File: src/core/host_bus_mode_status_regs.vh
// register offsets, field positions and reset values of the host port mode and status registers
`ifndef HOST_BUS_MODE_STATUS_REGS_VH
`define HOST_BUS_MODE_STATUS_REGS_VH
`define BWS_BYTE_OFS0      7'h00
`define BWS_BYTE_OFS1      7'h01
`define BWS_WORD_OFS       6'h00
`define STAT_BYTE_OFS0     7'h04
`define STAT_BYTE_OFS1     7'h05
`define STAT_BYTE_OFS2     7'h06
`define STAT_BYTE_OFS3     7'h07
`define STAT_WORD_OFS_LO   6'h02
`define STAT_WORD_OFS_HI   6'h03
`define DATA_WIDTH_BIT     0
`define SEQ_LOCK_BIT       0
`define HOST_LOCK_BIT      1
`define SEQ_FAULT_BIT      2
`define CARD_FAULT_BIT     3
`define DATA_WIDTH_RST     1'b0
`define RDATA_RST          16'h0000
`endif

File: src/core/host_bus_mode_status_regs.v
// bus-width selector and controller state registers of the host port
//
// Operation
// the width selector is one bit seen at byte offsets 0x00 and 0x01 and word offset 0x0.
// the width selector resets to zero, so the port starts in byte mode.
// in byte mode all address lines are decoded and data moves only on lines 7:0.
// in word mode all sixteen data lines are used and only address lines 6:1 are decoded.
// the state register sits at bytes 04h-07h or words 02h-03h and is read-only.
// the state register carries the indications a host reads to find an interrupt source.
// bit 0 reads 1 while the configuration sequencer holds the card controller lock.
// bit 1 reads 1 while the host port holds the card controller lock.
// bit 2 reads 1 while the configuration sequencer reports an error.
// bit 3 reads 1 while the card controller reports an error.
// bits 7:1 of the width selector read zero and ignore writes.
`timescale 1ns/1ps
`include "host_bus_mode_status_regs.vh"

module host_bus_mode_status_regs #(
  parameter STATE_W = 32
) (
  input  wire               ref_clk,
  input  wire               rstn,
  input  wire               clk_en,
  input  wire [6:0]         host_addr,
  input  wire [15:0]        host_wdata,
  input  wire               host_wr,
  input  wire               host_rd,
  input  wire               sequencer_lock_flag,
  input  wire               host_lock_flag,
  input  wire               sequencer_fault_flag,
  input  wire               card_ctrl_fault_flag,
  input  wire [STATE_W-1:0] state_upper,
  output reg  [15:0]        host_rdata,
  output reg                host_rvalid,
  output reg                data_width_bit
);

  localparam DATA_W  = 16;
  localparam BYTE_W  = 8;
  localparam FLAG_N  = 4;
  localparam ADDR_W  = 7;
  localparam WADDR_W = 6;

  wire [STATE_W-1:0] controller_state_reg;
  wire [FLAG_N-1:0]  flag_vec;
  wire [WADDR_W-1:0] word_addr;
  wire [DATA_W-1:0]  state_lo;
  wire [DATA_W-1:0]  state_hi;
  wire               hit_width;
  wire               hit_wr;
  reg  [DATA_W-1:0]  width_img;
  reg  [DATA_W-1:0]  byte_img;
  reg  [DATA_W-1:0]  word_img;
  reg  [DATA_W-1:0]  rdata_nxt;
  reg                width_nxt;
  reg                rvalid_nxt;

  // true when an access lands on one of the width selector aliases
  function width_alias;
    input              mode;
    input [ADDR_W-1:0] addr;
    begin
      if (mode) begin
        width_alias = (addr[ADDR_W-1:1] == `BWS_WORD_OFS);
      end else begin
        width_alias = (addr == `BWS_BYTE_OFS0) || (addr == `BWS_BYTE_OFS1);
      end
    end
  endfunction

  // one byte lane of the controller state image
  function [BYTE_W-1:0] state_byte;
    input [STATE_W-1:0] img;
    input [1:0]         sel;
    begin
      case (sel)
        2'h0: begin
          state_byte = img[7:0];
        end
        2'h1: begin
          state_byte = img[15:8];
        end
        2'h2: begin
          state_byte = img[23:16];
        end
        default: begin
          state_byte = img[31:24];
        end
      endcase
    end
  endfunction

  // word mode drops address line 0
  assign word_addr = host_addr[ADDR_W-1:1];

  // one physical bit answers at all three aliases
  assign hit_width = width_alias(data_width_bit, host_addr);

  // status registers ignore writes, only the selector takes one
  assign hit_wr = host_wr & hit_width;

  // live flags of the card controller lock and fault sources
  assign flag_vec[`SEQ_LOCK_BIT]   = sequencer_lock_flag;
  assign flag_vec[`HOST_LOCK_BIT]  = host_lock_flag;
  assign flag_vec[`SEQ_FAULT_BIT]  = sequencer_fault_flag;
  assign flag_vec[`CARD_FAULT_BIT] = card_ctrl_fault_flag;

  // live status image; upper bits come from the rest of the controller
  genvar gi;
  generate
    for (gi = 0; gi < STATE_W; gi = gi + 1) begin : g_state
      if (gi < FLAG_N) begin : g_flag
        assign controller_state_reg[gi] = flag_vec[gi];
      end else begin : g_upper
        assign controller_state_reg[gi] = state_upper[gi];
      end
    end
  endgenerate

  // the two word halves of the status image
  assign state_lo = {state_byte(controller_state_reg, 2'h1),
                     state_byte(controller_state_reg, 2'h0)};
  assign state_hi = {state_byte(controller_state_reg, 2'h3),
                     state_byte(controller_state_reg, 2'h2)};

  // selector read image: reserved bits stay zero
  always @* begin
    width_img                  = `RDATA_RST;
    width_img[`DATA_WIDTH_BIT] = data_width_bit;
  end

  // byte mode: one status byte on lines 7:0, upper lines zero
  always @* begin
    byte_img = `RDATA_RST;
    case (host_addr)
      `STAT_BYTE_OFS0: begin
        byte_img[BYTE_W-1:0] = state_byte(controller_state_reg, 2'h0);
      end
      `STAT_BYTE_OFS1: begin
        byte_img[BYTE_W-1:0] = state_byte(controller_state_reg, 2'h1);
      end
      `STAT_BYTE_OFS2: begin
        byte_img[BYTE_W-1:0] = state_byte(controller_state_reg, 2'h2);
      end
      `STAT_BYTE_OFS3: begin
        byte_img[BYTE_W-1:0] = state_byte(controller_state_reg, 2'h3);
      end
      default: begin
        byte_img = `RDATA_RST;
      end
    endcase
  end

  // word mode: a status half on all sixteen lines
  always @* begin
    word_img = `RDATA_RST;
    case (word_addr)
      `STAT_WORD_OFS_LO: begin
        word_img = state_lo;
      end
      `STAT_WORD_OFS_HI: begin
        word_img = state_hi;
      end
      default: begin
        word_img = `RDATA_RST;
      end
    endcase
  end

  // decoding follows the width in force at the edge of the access
  always @* begin
    if (hit_width) begin
      rdata_nxt = width_img;
    end else if (data_width_bit) begin
      rdata_nxt = word_img;
    end else begin
      rdata_nxt = byte_img;
    end
  end

  // selector next value: only an aliased write moves it
  always @* begin
    width_nxt = data_width_bit;
    if (hit_wr) begin
      width_nxt = host_wdata[`DATA_WIDTH_BIT];
    end
  end

  // read answer strobe follows the read strobe by one cycle
  always @* begin
    rvalid_nxt = host_rd;
  end

  // selector flop: reset puts the port in byte mode
  always @(posedge ref_clk or negedge rstn) begin
    if (!rstn) begin
      data_width_bit <= `DATA_WIDTH_RST;
    end else if (clk_en) begin
      data_width_bit <= width_nxt;
    end
  end

  // answer strobe flop, frozen with the clock enable
  always @(posedge ref_clk or negedge rstn) begin
    if (!rstn) begin
      host_rvalid <= 1'h0;
    end else if (clk_en) begin
      host_rvalid <= rvalid_nxt;
    end
  end

  // read data holds until the next read
  always @(posedge ref_clk or negedge rstn) begin
    if (!rstn) begin
      host_rdata <= `RDATA_RST;
    end else if (clk_en) begin
      if (host_rd) begin
        host_rdata <= rdata_nxt;
      end
    end
  end

endmodule // host_bus_mode_status_regs

File: config.mk
export PLATFORM = sky130hd
export DESIGN_NAME = host_bus_mode_status_regs
export DESIGN_NICKNAME = d
export VERILOG_FILES = /design/src/core/host_bus_mode_status_regs.v
export VERILOG_INCLUDE_DIRS = /design/src /design/src/core
export SDC_FILE = /design/constraint.sdc
export NUM_CORES = 1
export LEC_CHECK = 0
export BUFFER_PORTS_ARGS = -buffer_cell sky130_fd_sc_hd__buf_4
export CELL_PAD_IN_SITES_DETAIL_PLACEMENT = 0
export CELL_PAD_IN_SITES_GLOBAL_PLACEMENT = 1
export CORE_MARGIN = 2
export CORE_UTILIZATION = 27
export DETAILED_ROUTE_END_ITERATION = 6
export PLACE_DENSITY = 0.75
export SETUP_SLACK_MARGIN = 0.2
export SLEW_MARGIN = 20
export SYNTH_ARGS = -nofsm -noshare
export SYNTH_HDL_FRONTEND = slang
export SYNTH_SLANG_ARGS = --single-unit
File: constraint.sdc
create_clock -name ref_clk -period 1.6 [get_ports ref_clk]
set_input_delay 0.4 -clock ref_clk [delete_from_list [all_inputs] [get_ports ref_clk]]
set_output_delay 0.4 -clock ref_clk [all_outputs]
set_load 0.01 [all_outputs]
Word-level counts from Yosys, hierarchy flattened
Cells that the tools add are included.
{ "word_totals": {"regBits": 18} }
{ "op_classes": {"n_eq_ne": 7, "mux": 5, "reduce_logical": 5, "n_bitwise": 1} }
{ "op_table": {"columns": ["cell", "n"], "rows": [
  ["two-way mux 16 bit", 2],
  ["one-hot mux 16 bit (2 select lines)", 1],
  ["one-hot mux 8 bit (4 select lines)", 1],
  ["equality test 7 x 3 -> 1 bit (second input constant)", 4],
  ["equality test 6 x 2 -> 1 bit (second input constant)", 2],
  ["equality test 7 x 1 -> 1 bit (second input constant)", 1],
  ["zero test 7 bit", 1],
  ["zero test 6 bit", 1],
  ["AND reduction 2 bit", 2],
  ["bitwise AND 1 bit", 1],
  ["logical OR 1 bit", 1],
  ["two-way mux 1 bit", 1]
]} }

Longest topological paths before layout
{ "logic_depth": {"word_depth": 5, "mapped_depth": 5, "depth_no_buf": 3} }

Worst setup path after synthesis
No wires, ideal clock.
{ "synth_timing": {"path_type": "register to register", "from": "register data_width_bit", "to": "register host_rdata[2]", "arrival_time_ns": 1.295, "path_slack_ns": 0.184, "stages_incl_launch_ff": 4, "synth_period_minus_slack_ns": 1.416, "path_cell_list": "dfrtp_1 nand2b_4 mux4_2 a22o_1"} }
{ "synth_via": {"elab_chain_cells": 2, "elab_cells_between_ends": 3} }
{ "synth_rtl": {"columns": ["item", "line_no", "source"], "rows": [
  ["start: declaration", "host_bus_mode_status_regs.v:35", "output reg data_width_bit"],
  ["start signal: assignment", "host_bus_mode_status_regs.v:197", "data_width_bit <= `DATA_WIDTH_RST;"],
  ["start signal: assignment", "host_bus_mode_status_regs.v:199", "data_width_bit <= width_nxt;"],
  ["two-way mux 16 bit / two-way mux 1 bit (equally long branches)", "host_bus_mode_status_regs.v:174, host_bus_mode_status_regs.v:63", null],
  ["two-way mux 16 bit *", "host_bus_mode_status_regs.v:172", "if (hit_width) begin"],
  ["end signal: assignment", "host_bus_mode_status_regs.v:215", "host_rdata <= `RDATA_RST;"],
  ["end signal: assignment", "host_bus_mode_status_regs.v:218", "host_rdata <= rdata_nxt;"],
  ["end: declaration", "host_bus_mode_status_regs.v:33", "output reg [15:0] host_rdata,"]
]} }
Mark *: on every way between the ends. The rest lies on a longest branch, timed or not.
A chain may end at the register's enable or synchronous reset.

Worst setup path in the final report
Same ends and word-level chain as after synthesis.

==> impl_results.rst <==
.. list-table::
   :header-rows: 1

   * - Metric
     - Value
   * - Series of cell instances along the critical path
     - nand2b_4 -> mux4_2 -> a22o_1
   * - RSZ-0062 raised after global routing
     - no
   * - Height of the die
     - ~66 um
   * - Max-slew headroom at the worst pin
     - 0.647
   * - CP top delay family
     - multiplexers
   * - Die extent in x
     - between 60 and 70 um
   * - Actual slew at the worst max-slew pin
     - around 530 ps
   * - Antenna fix cells
     - 0
   * - # clock sinks
     - 18
   * - Placement Setup Slack
     - 33.0 ps
   * - Via count of the first global-routing pass
     - 1,047
   * - Total number of yosys warnings
     - 0
   * - Area overhead of the layout relative to synthesis
     - 54.9%
   * - Routability cong.
     - 0.732
   * - Number of buffers added by the clock tree synthesis step
     - 3
   * - Worst endpoint required time
     - 1740 ps
   * - DR vias/cell
     - ~4.8
   * - Length of the first detailed-routing pass in iterations
     - 4
   * - Worst reg2reg endpoint
     - host_rdata[2]$_DFFE_PN0P_
   * - Worst setup EP type
     - register
   * - Post-DP HPWL
     - 2360 um
   * - Clock root buffer
     - clkbuf_8
   * - Placed Cells incl. Taps
     - 205
   * - Share of the synthesized area in the top cell type
     - 0.431
   * - Antenna violations before repair
     - 0
   * - Number of max-cap violations
     - 0
   * - Maximum vdd drop
     - between 0.2 and 0.3 mV
   * - Core box area
     - ~3700 um2
   * - Fin. Hold Viols
     - 0
   * - Post-synthesis sequential area ratio
     - 0.431
   * - Synthesized area divided by synthesized cell count
     - 10.6 um2
   * - Final setup violating endpoints
     - 0
   * - Post-synth cell types
     - 26
   * - Leakage Power
     - 0.776 nW
   * - Setup slack on the worst flop-to-flop path
     - 260 ps
   * - Yosys top cell by area
     - dfrtp_1
   * - Clock tree skew after final layout
     - 3.95 ps
   * - GRT Resource Usage Total
     - 0.141
   * - Total DRC errors in the routed layout
     - 0
   * - CTS clock-pin slew for the worst setup and hold paths
     - 70 ps
   * - Arrival time reported for the critical path endpoint
     - 1480 ps
   * - Total congestion overflow
     - 0
   * - Count of mapped cells out of synthesis
     - 99
   * - Net total in the final layout
     - 228
   * - Outcome
     - finished clean
   * - Port Buffers
     - 62
   * - Final cycle utilization of the critical path
     - 0.835
   * - Worst path buffer plus inverter count
     - 0
   * - Number of filler instances in the final layout
     - 375
   * - Path depth of the worst reg2reg path
     - 3
   * - Final number of max-transition violations
     - 0
   * - Worst min path class
     - primary input to async pin
   * - Synthesized Nets
     - between 150 and 200
   * - Final routed wire length divided by cell count
     - 13.5 um
   * - Number of rows in the core area
     - 22
   * - Worst Path Class, Setup
     - register to register
   * - CTS tree
     - built
   * - Kind of start point of the critical path
     - register
   * - FMAX
     - 749 MHz
   * - Number of buffers between clock root and the deepest sink
     - 2
   * - Starting density of the core
     - 0.284
   * - Sum Neg Setup Slack
     - 0 ps
   * - Maximum number of pins on one net before global-route repair
     - 19
   * - Number of I/O pins
     - 82
   * - Reg-to-reg critical path startpoint
     - data_width_bit$_DFFE_PN0P_
   * - Overall power after layout
     - 1.03 mW
   * - Number of register bits inferred by synthesis
     - 18
   * - Share of layout cells above drive strength 1
     - 0.503
   * - First DRT Iteration DRCs
     - 28
   * - Total Routed Length
     - 2840 um
   * - Start point of the critical path
     - data_width_bit$_DFFE_PN0P_
   * - Antenna Violating Nets Remaining
     - 0
   * - Ratio of total power to cell area
     - between 600 and 700 nW/um2
   * - Setup ws final
     - 264 ps
   * - Reg area
     - around 450 um2
   * - Cell with the largest stage delay on the worst path
     - mux4_2
   * - Worst-Skew Late Latency
     - 250 ps
   * - Final cell count without fillers
     - roughly 210
   * - Delay of the slowest critical-path stage
     - 490 ps
   * - Die footprint
     - 4390 um2
   * - Highest fanout seen on the critical path
     - 4
   * - Number of levels the H-tree was split into
     - 1
   * - Post-synthesis cell area
     - 1050 um2
   * - Synth area leaders
     - dfrtp_1 (43%), mux2i_1 (7.7%), mux4_2 (6.5%)
   * - Final critical delay including setup and external delays
     - 1340 ps
   * - Multi-input logic area
     - 561 um2
   * - First-pass GRT wire length
     - 4730 um
   * - Number of vias in the routed layout
     - 1,008
sequential cells by signal, indices dropped and copies added, names as in the netlist:
signal / cells
host_rvalid: 1
host_rdata: 16
data_width_bit: 1
repair_timing:
item	in CTS	in global routing
hold buffers	0	0
resized for setup	0	1
buffers inserted	2	0
pin swaps	0	0
endpoints found under the setup margin	1	2
logic make-up after synthesis:
| kind of cell | count (synthesis) | synth area share |
|---|---|---|
| flip-flops | 18 | 0.431 |
| buffers and inverters | 7 | 0.0335 |
| multiplexers | 17 | 0.206 |
| AND/OR/NAND/NOR | 38 | 0.212 |
| AO/OA/AOI/OAI | 19 | 0.118 |
synth_stat cells, drive strengths merged:
master / n
nor4: 1
nand2: 14
clkbuf: 3
nand4: 9
buf: 3
a22o: 2
dfrtp: 18
mux2i: 8
o211ai: 5
a21bo: 1
nor2: 2
nand4b: 1
inv: 1
a31oi: 1
nand3: 6
and4b: 1
a21o: 1
and2: 1
nand2b: 1
mux2: 6
o21ai: 9
or3b: 1
and3: 1
mux4: 3
worst reg2reg max path, cell delays in order, from the launching register on:
cell and delay [ps]:
dfrtp_2 390, nand2b_4 150, mux4_2 490, a22o_1 200
power by group:
group	internal, mW	leakage, nW	switching (mW)	total [mW]
registers	0.466	0.245	0.00734	0.473
clock network	0.176	0.0228	0.146	0.322
logic	0.136	0.507	0.0931	0.230
metal layers:
metal / global-route usage / vias to the layer above / routed length (um) / part of all wire
li1: - / 505 / - / -
met1: 0.171 / 476 / 1190 / 0.42
met2: 0.248 / 25 / 1500 / 0.53
met3: 0.0204 / 2 / 123 / 0.043
met4: 0.0536 / 0 / 34 / 0.012
met5: 0 / - / 0 / 0
area by class of cell:
class | count | share of cell area
Multi-Input combinational cell | 74 | 0.346
Timing Repair Buffer | 66 | 0.308
Sequential cell | 18 | 0.279
Tap cell | 48 | 0.0371
Clock buffer | 4 | 0.0278
Inverter | 1 | 0.00232
metrics by stage:
stage          cell area, um2   util  hold slack [ps]
6_report                 1620  0.439             3.52
2_1_floorplan            1050      -              104
5_1_grt                  1620  0.439             20.0
3_3_place_gp             1560  0.422              283
3_5_place_dp             1560  0.422              286
4_1_cts                  1620  0.438             14.9
how the worst max path moves through the flow:
stage / slack, ps / cells past startpoint / end
global route: 210 / 5 / host_rdata[8]$_DFFE_PN0P_
detailed placement: 30 / 5 / host_rdata[9]$_DFFE_PN0P_
CTS: 260 / 3 / host_rdata[2]$_DFFE_PN0P_
global placement: 70 / 5 / host_rdata[10]$_DFFE_PN0P_
floorplan: 190 / 4 / host_rdata[0]$_DFFE_PN0P_
finish: 260 / 3 / host_rdata[2]$_DFFE_PN0P_
placed cells by master (no fill, tap or decap):
cell,instances
buf_4,65
dfrtp_1,17
nand2_1,14
o21ai_0,9
nand4_1,9
mux2i_1,8
nand3_1,6
mux2_2,5
o211ai_1,5
mux4_2,3
clkbuf_8,3
nor2_1,2
a22o_1,2
nor4_4,1
a21o_1,1
and2_1,1
mux2_1,1
inv_1,1
nand2b_4,1
and3_1,1
and4b_1,1
nand4b_1,1
a21bo_2,1
or3b_2,1
a31oi_1,1
clkbuf_1,1
dfrtp_2,1
buf_6,1
No activity file was read; power rests on OpenSTA's default activity.
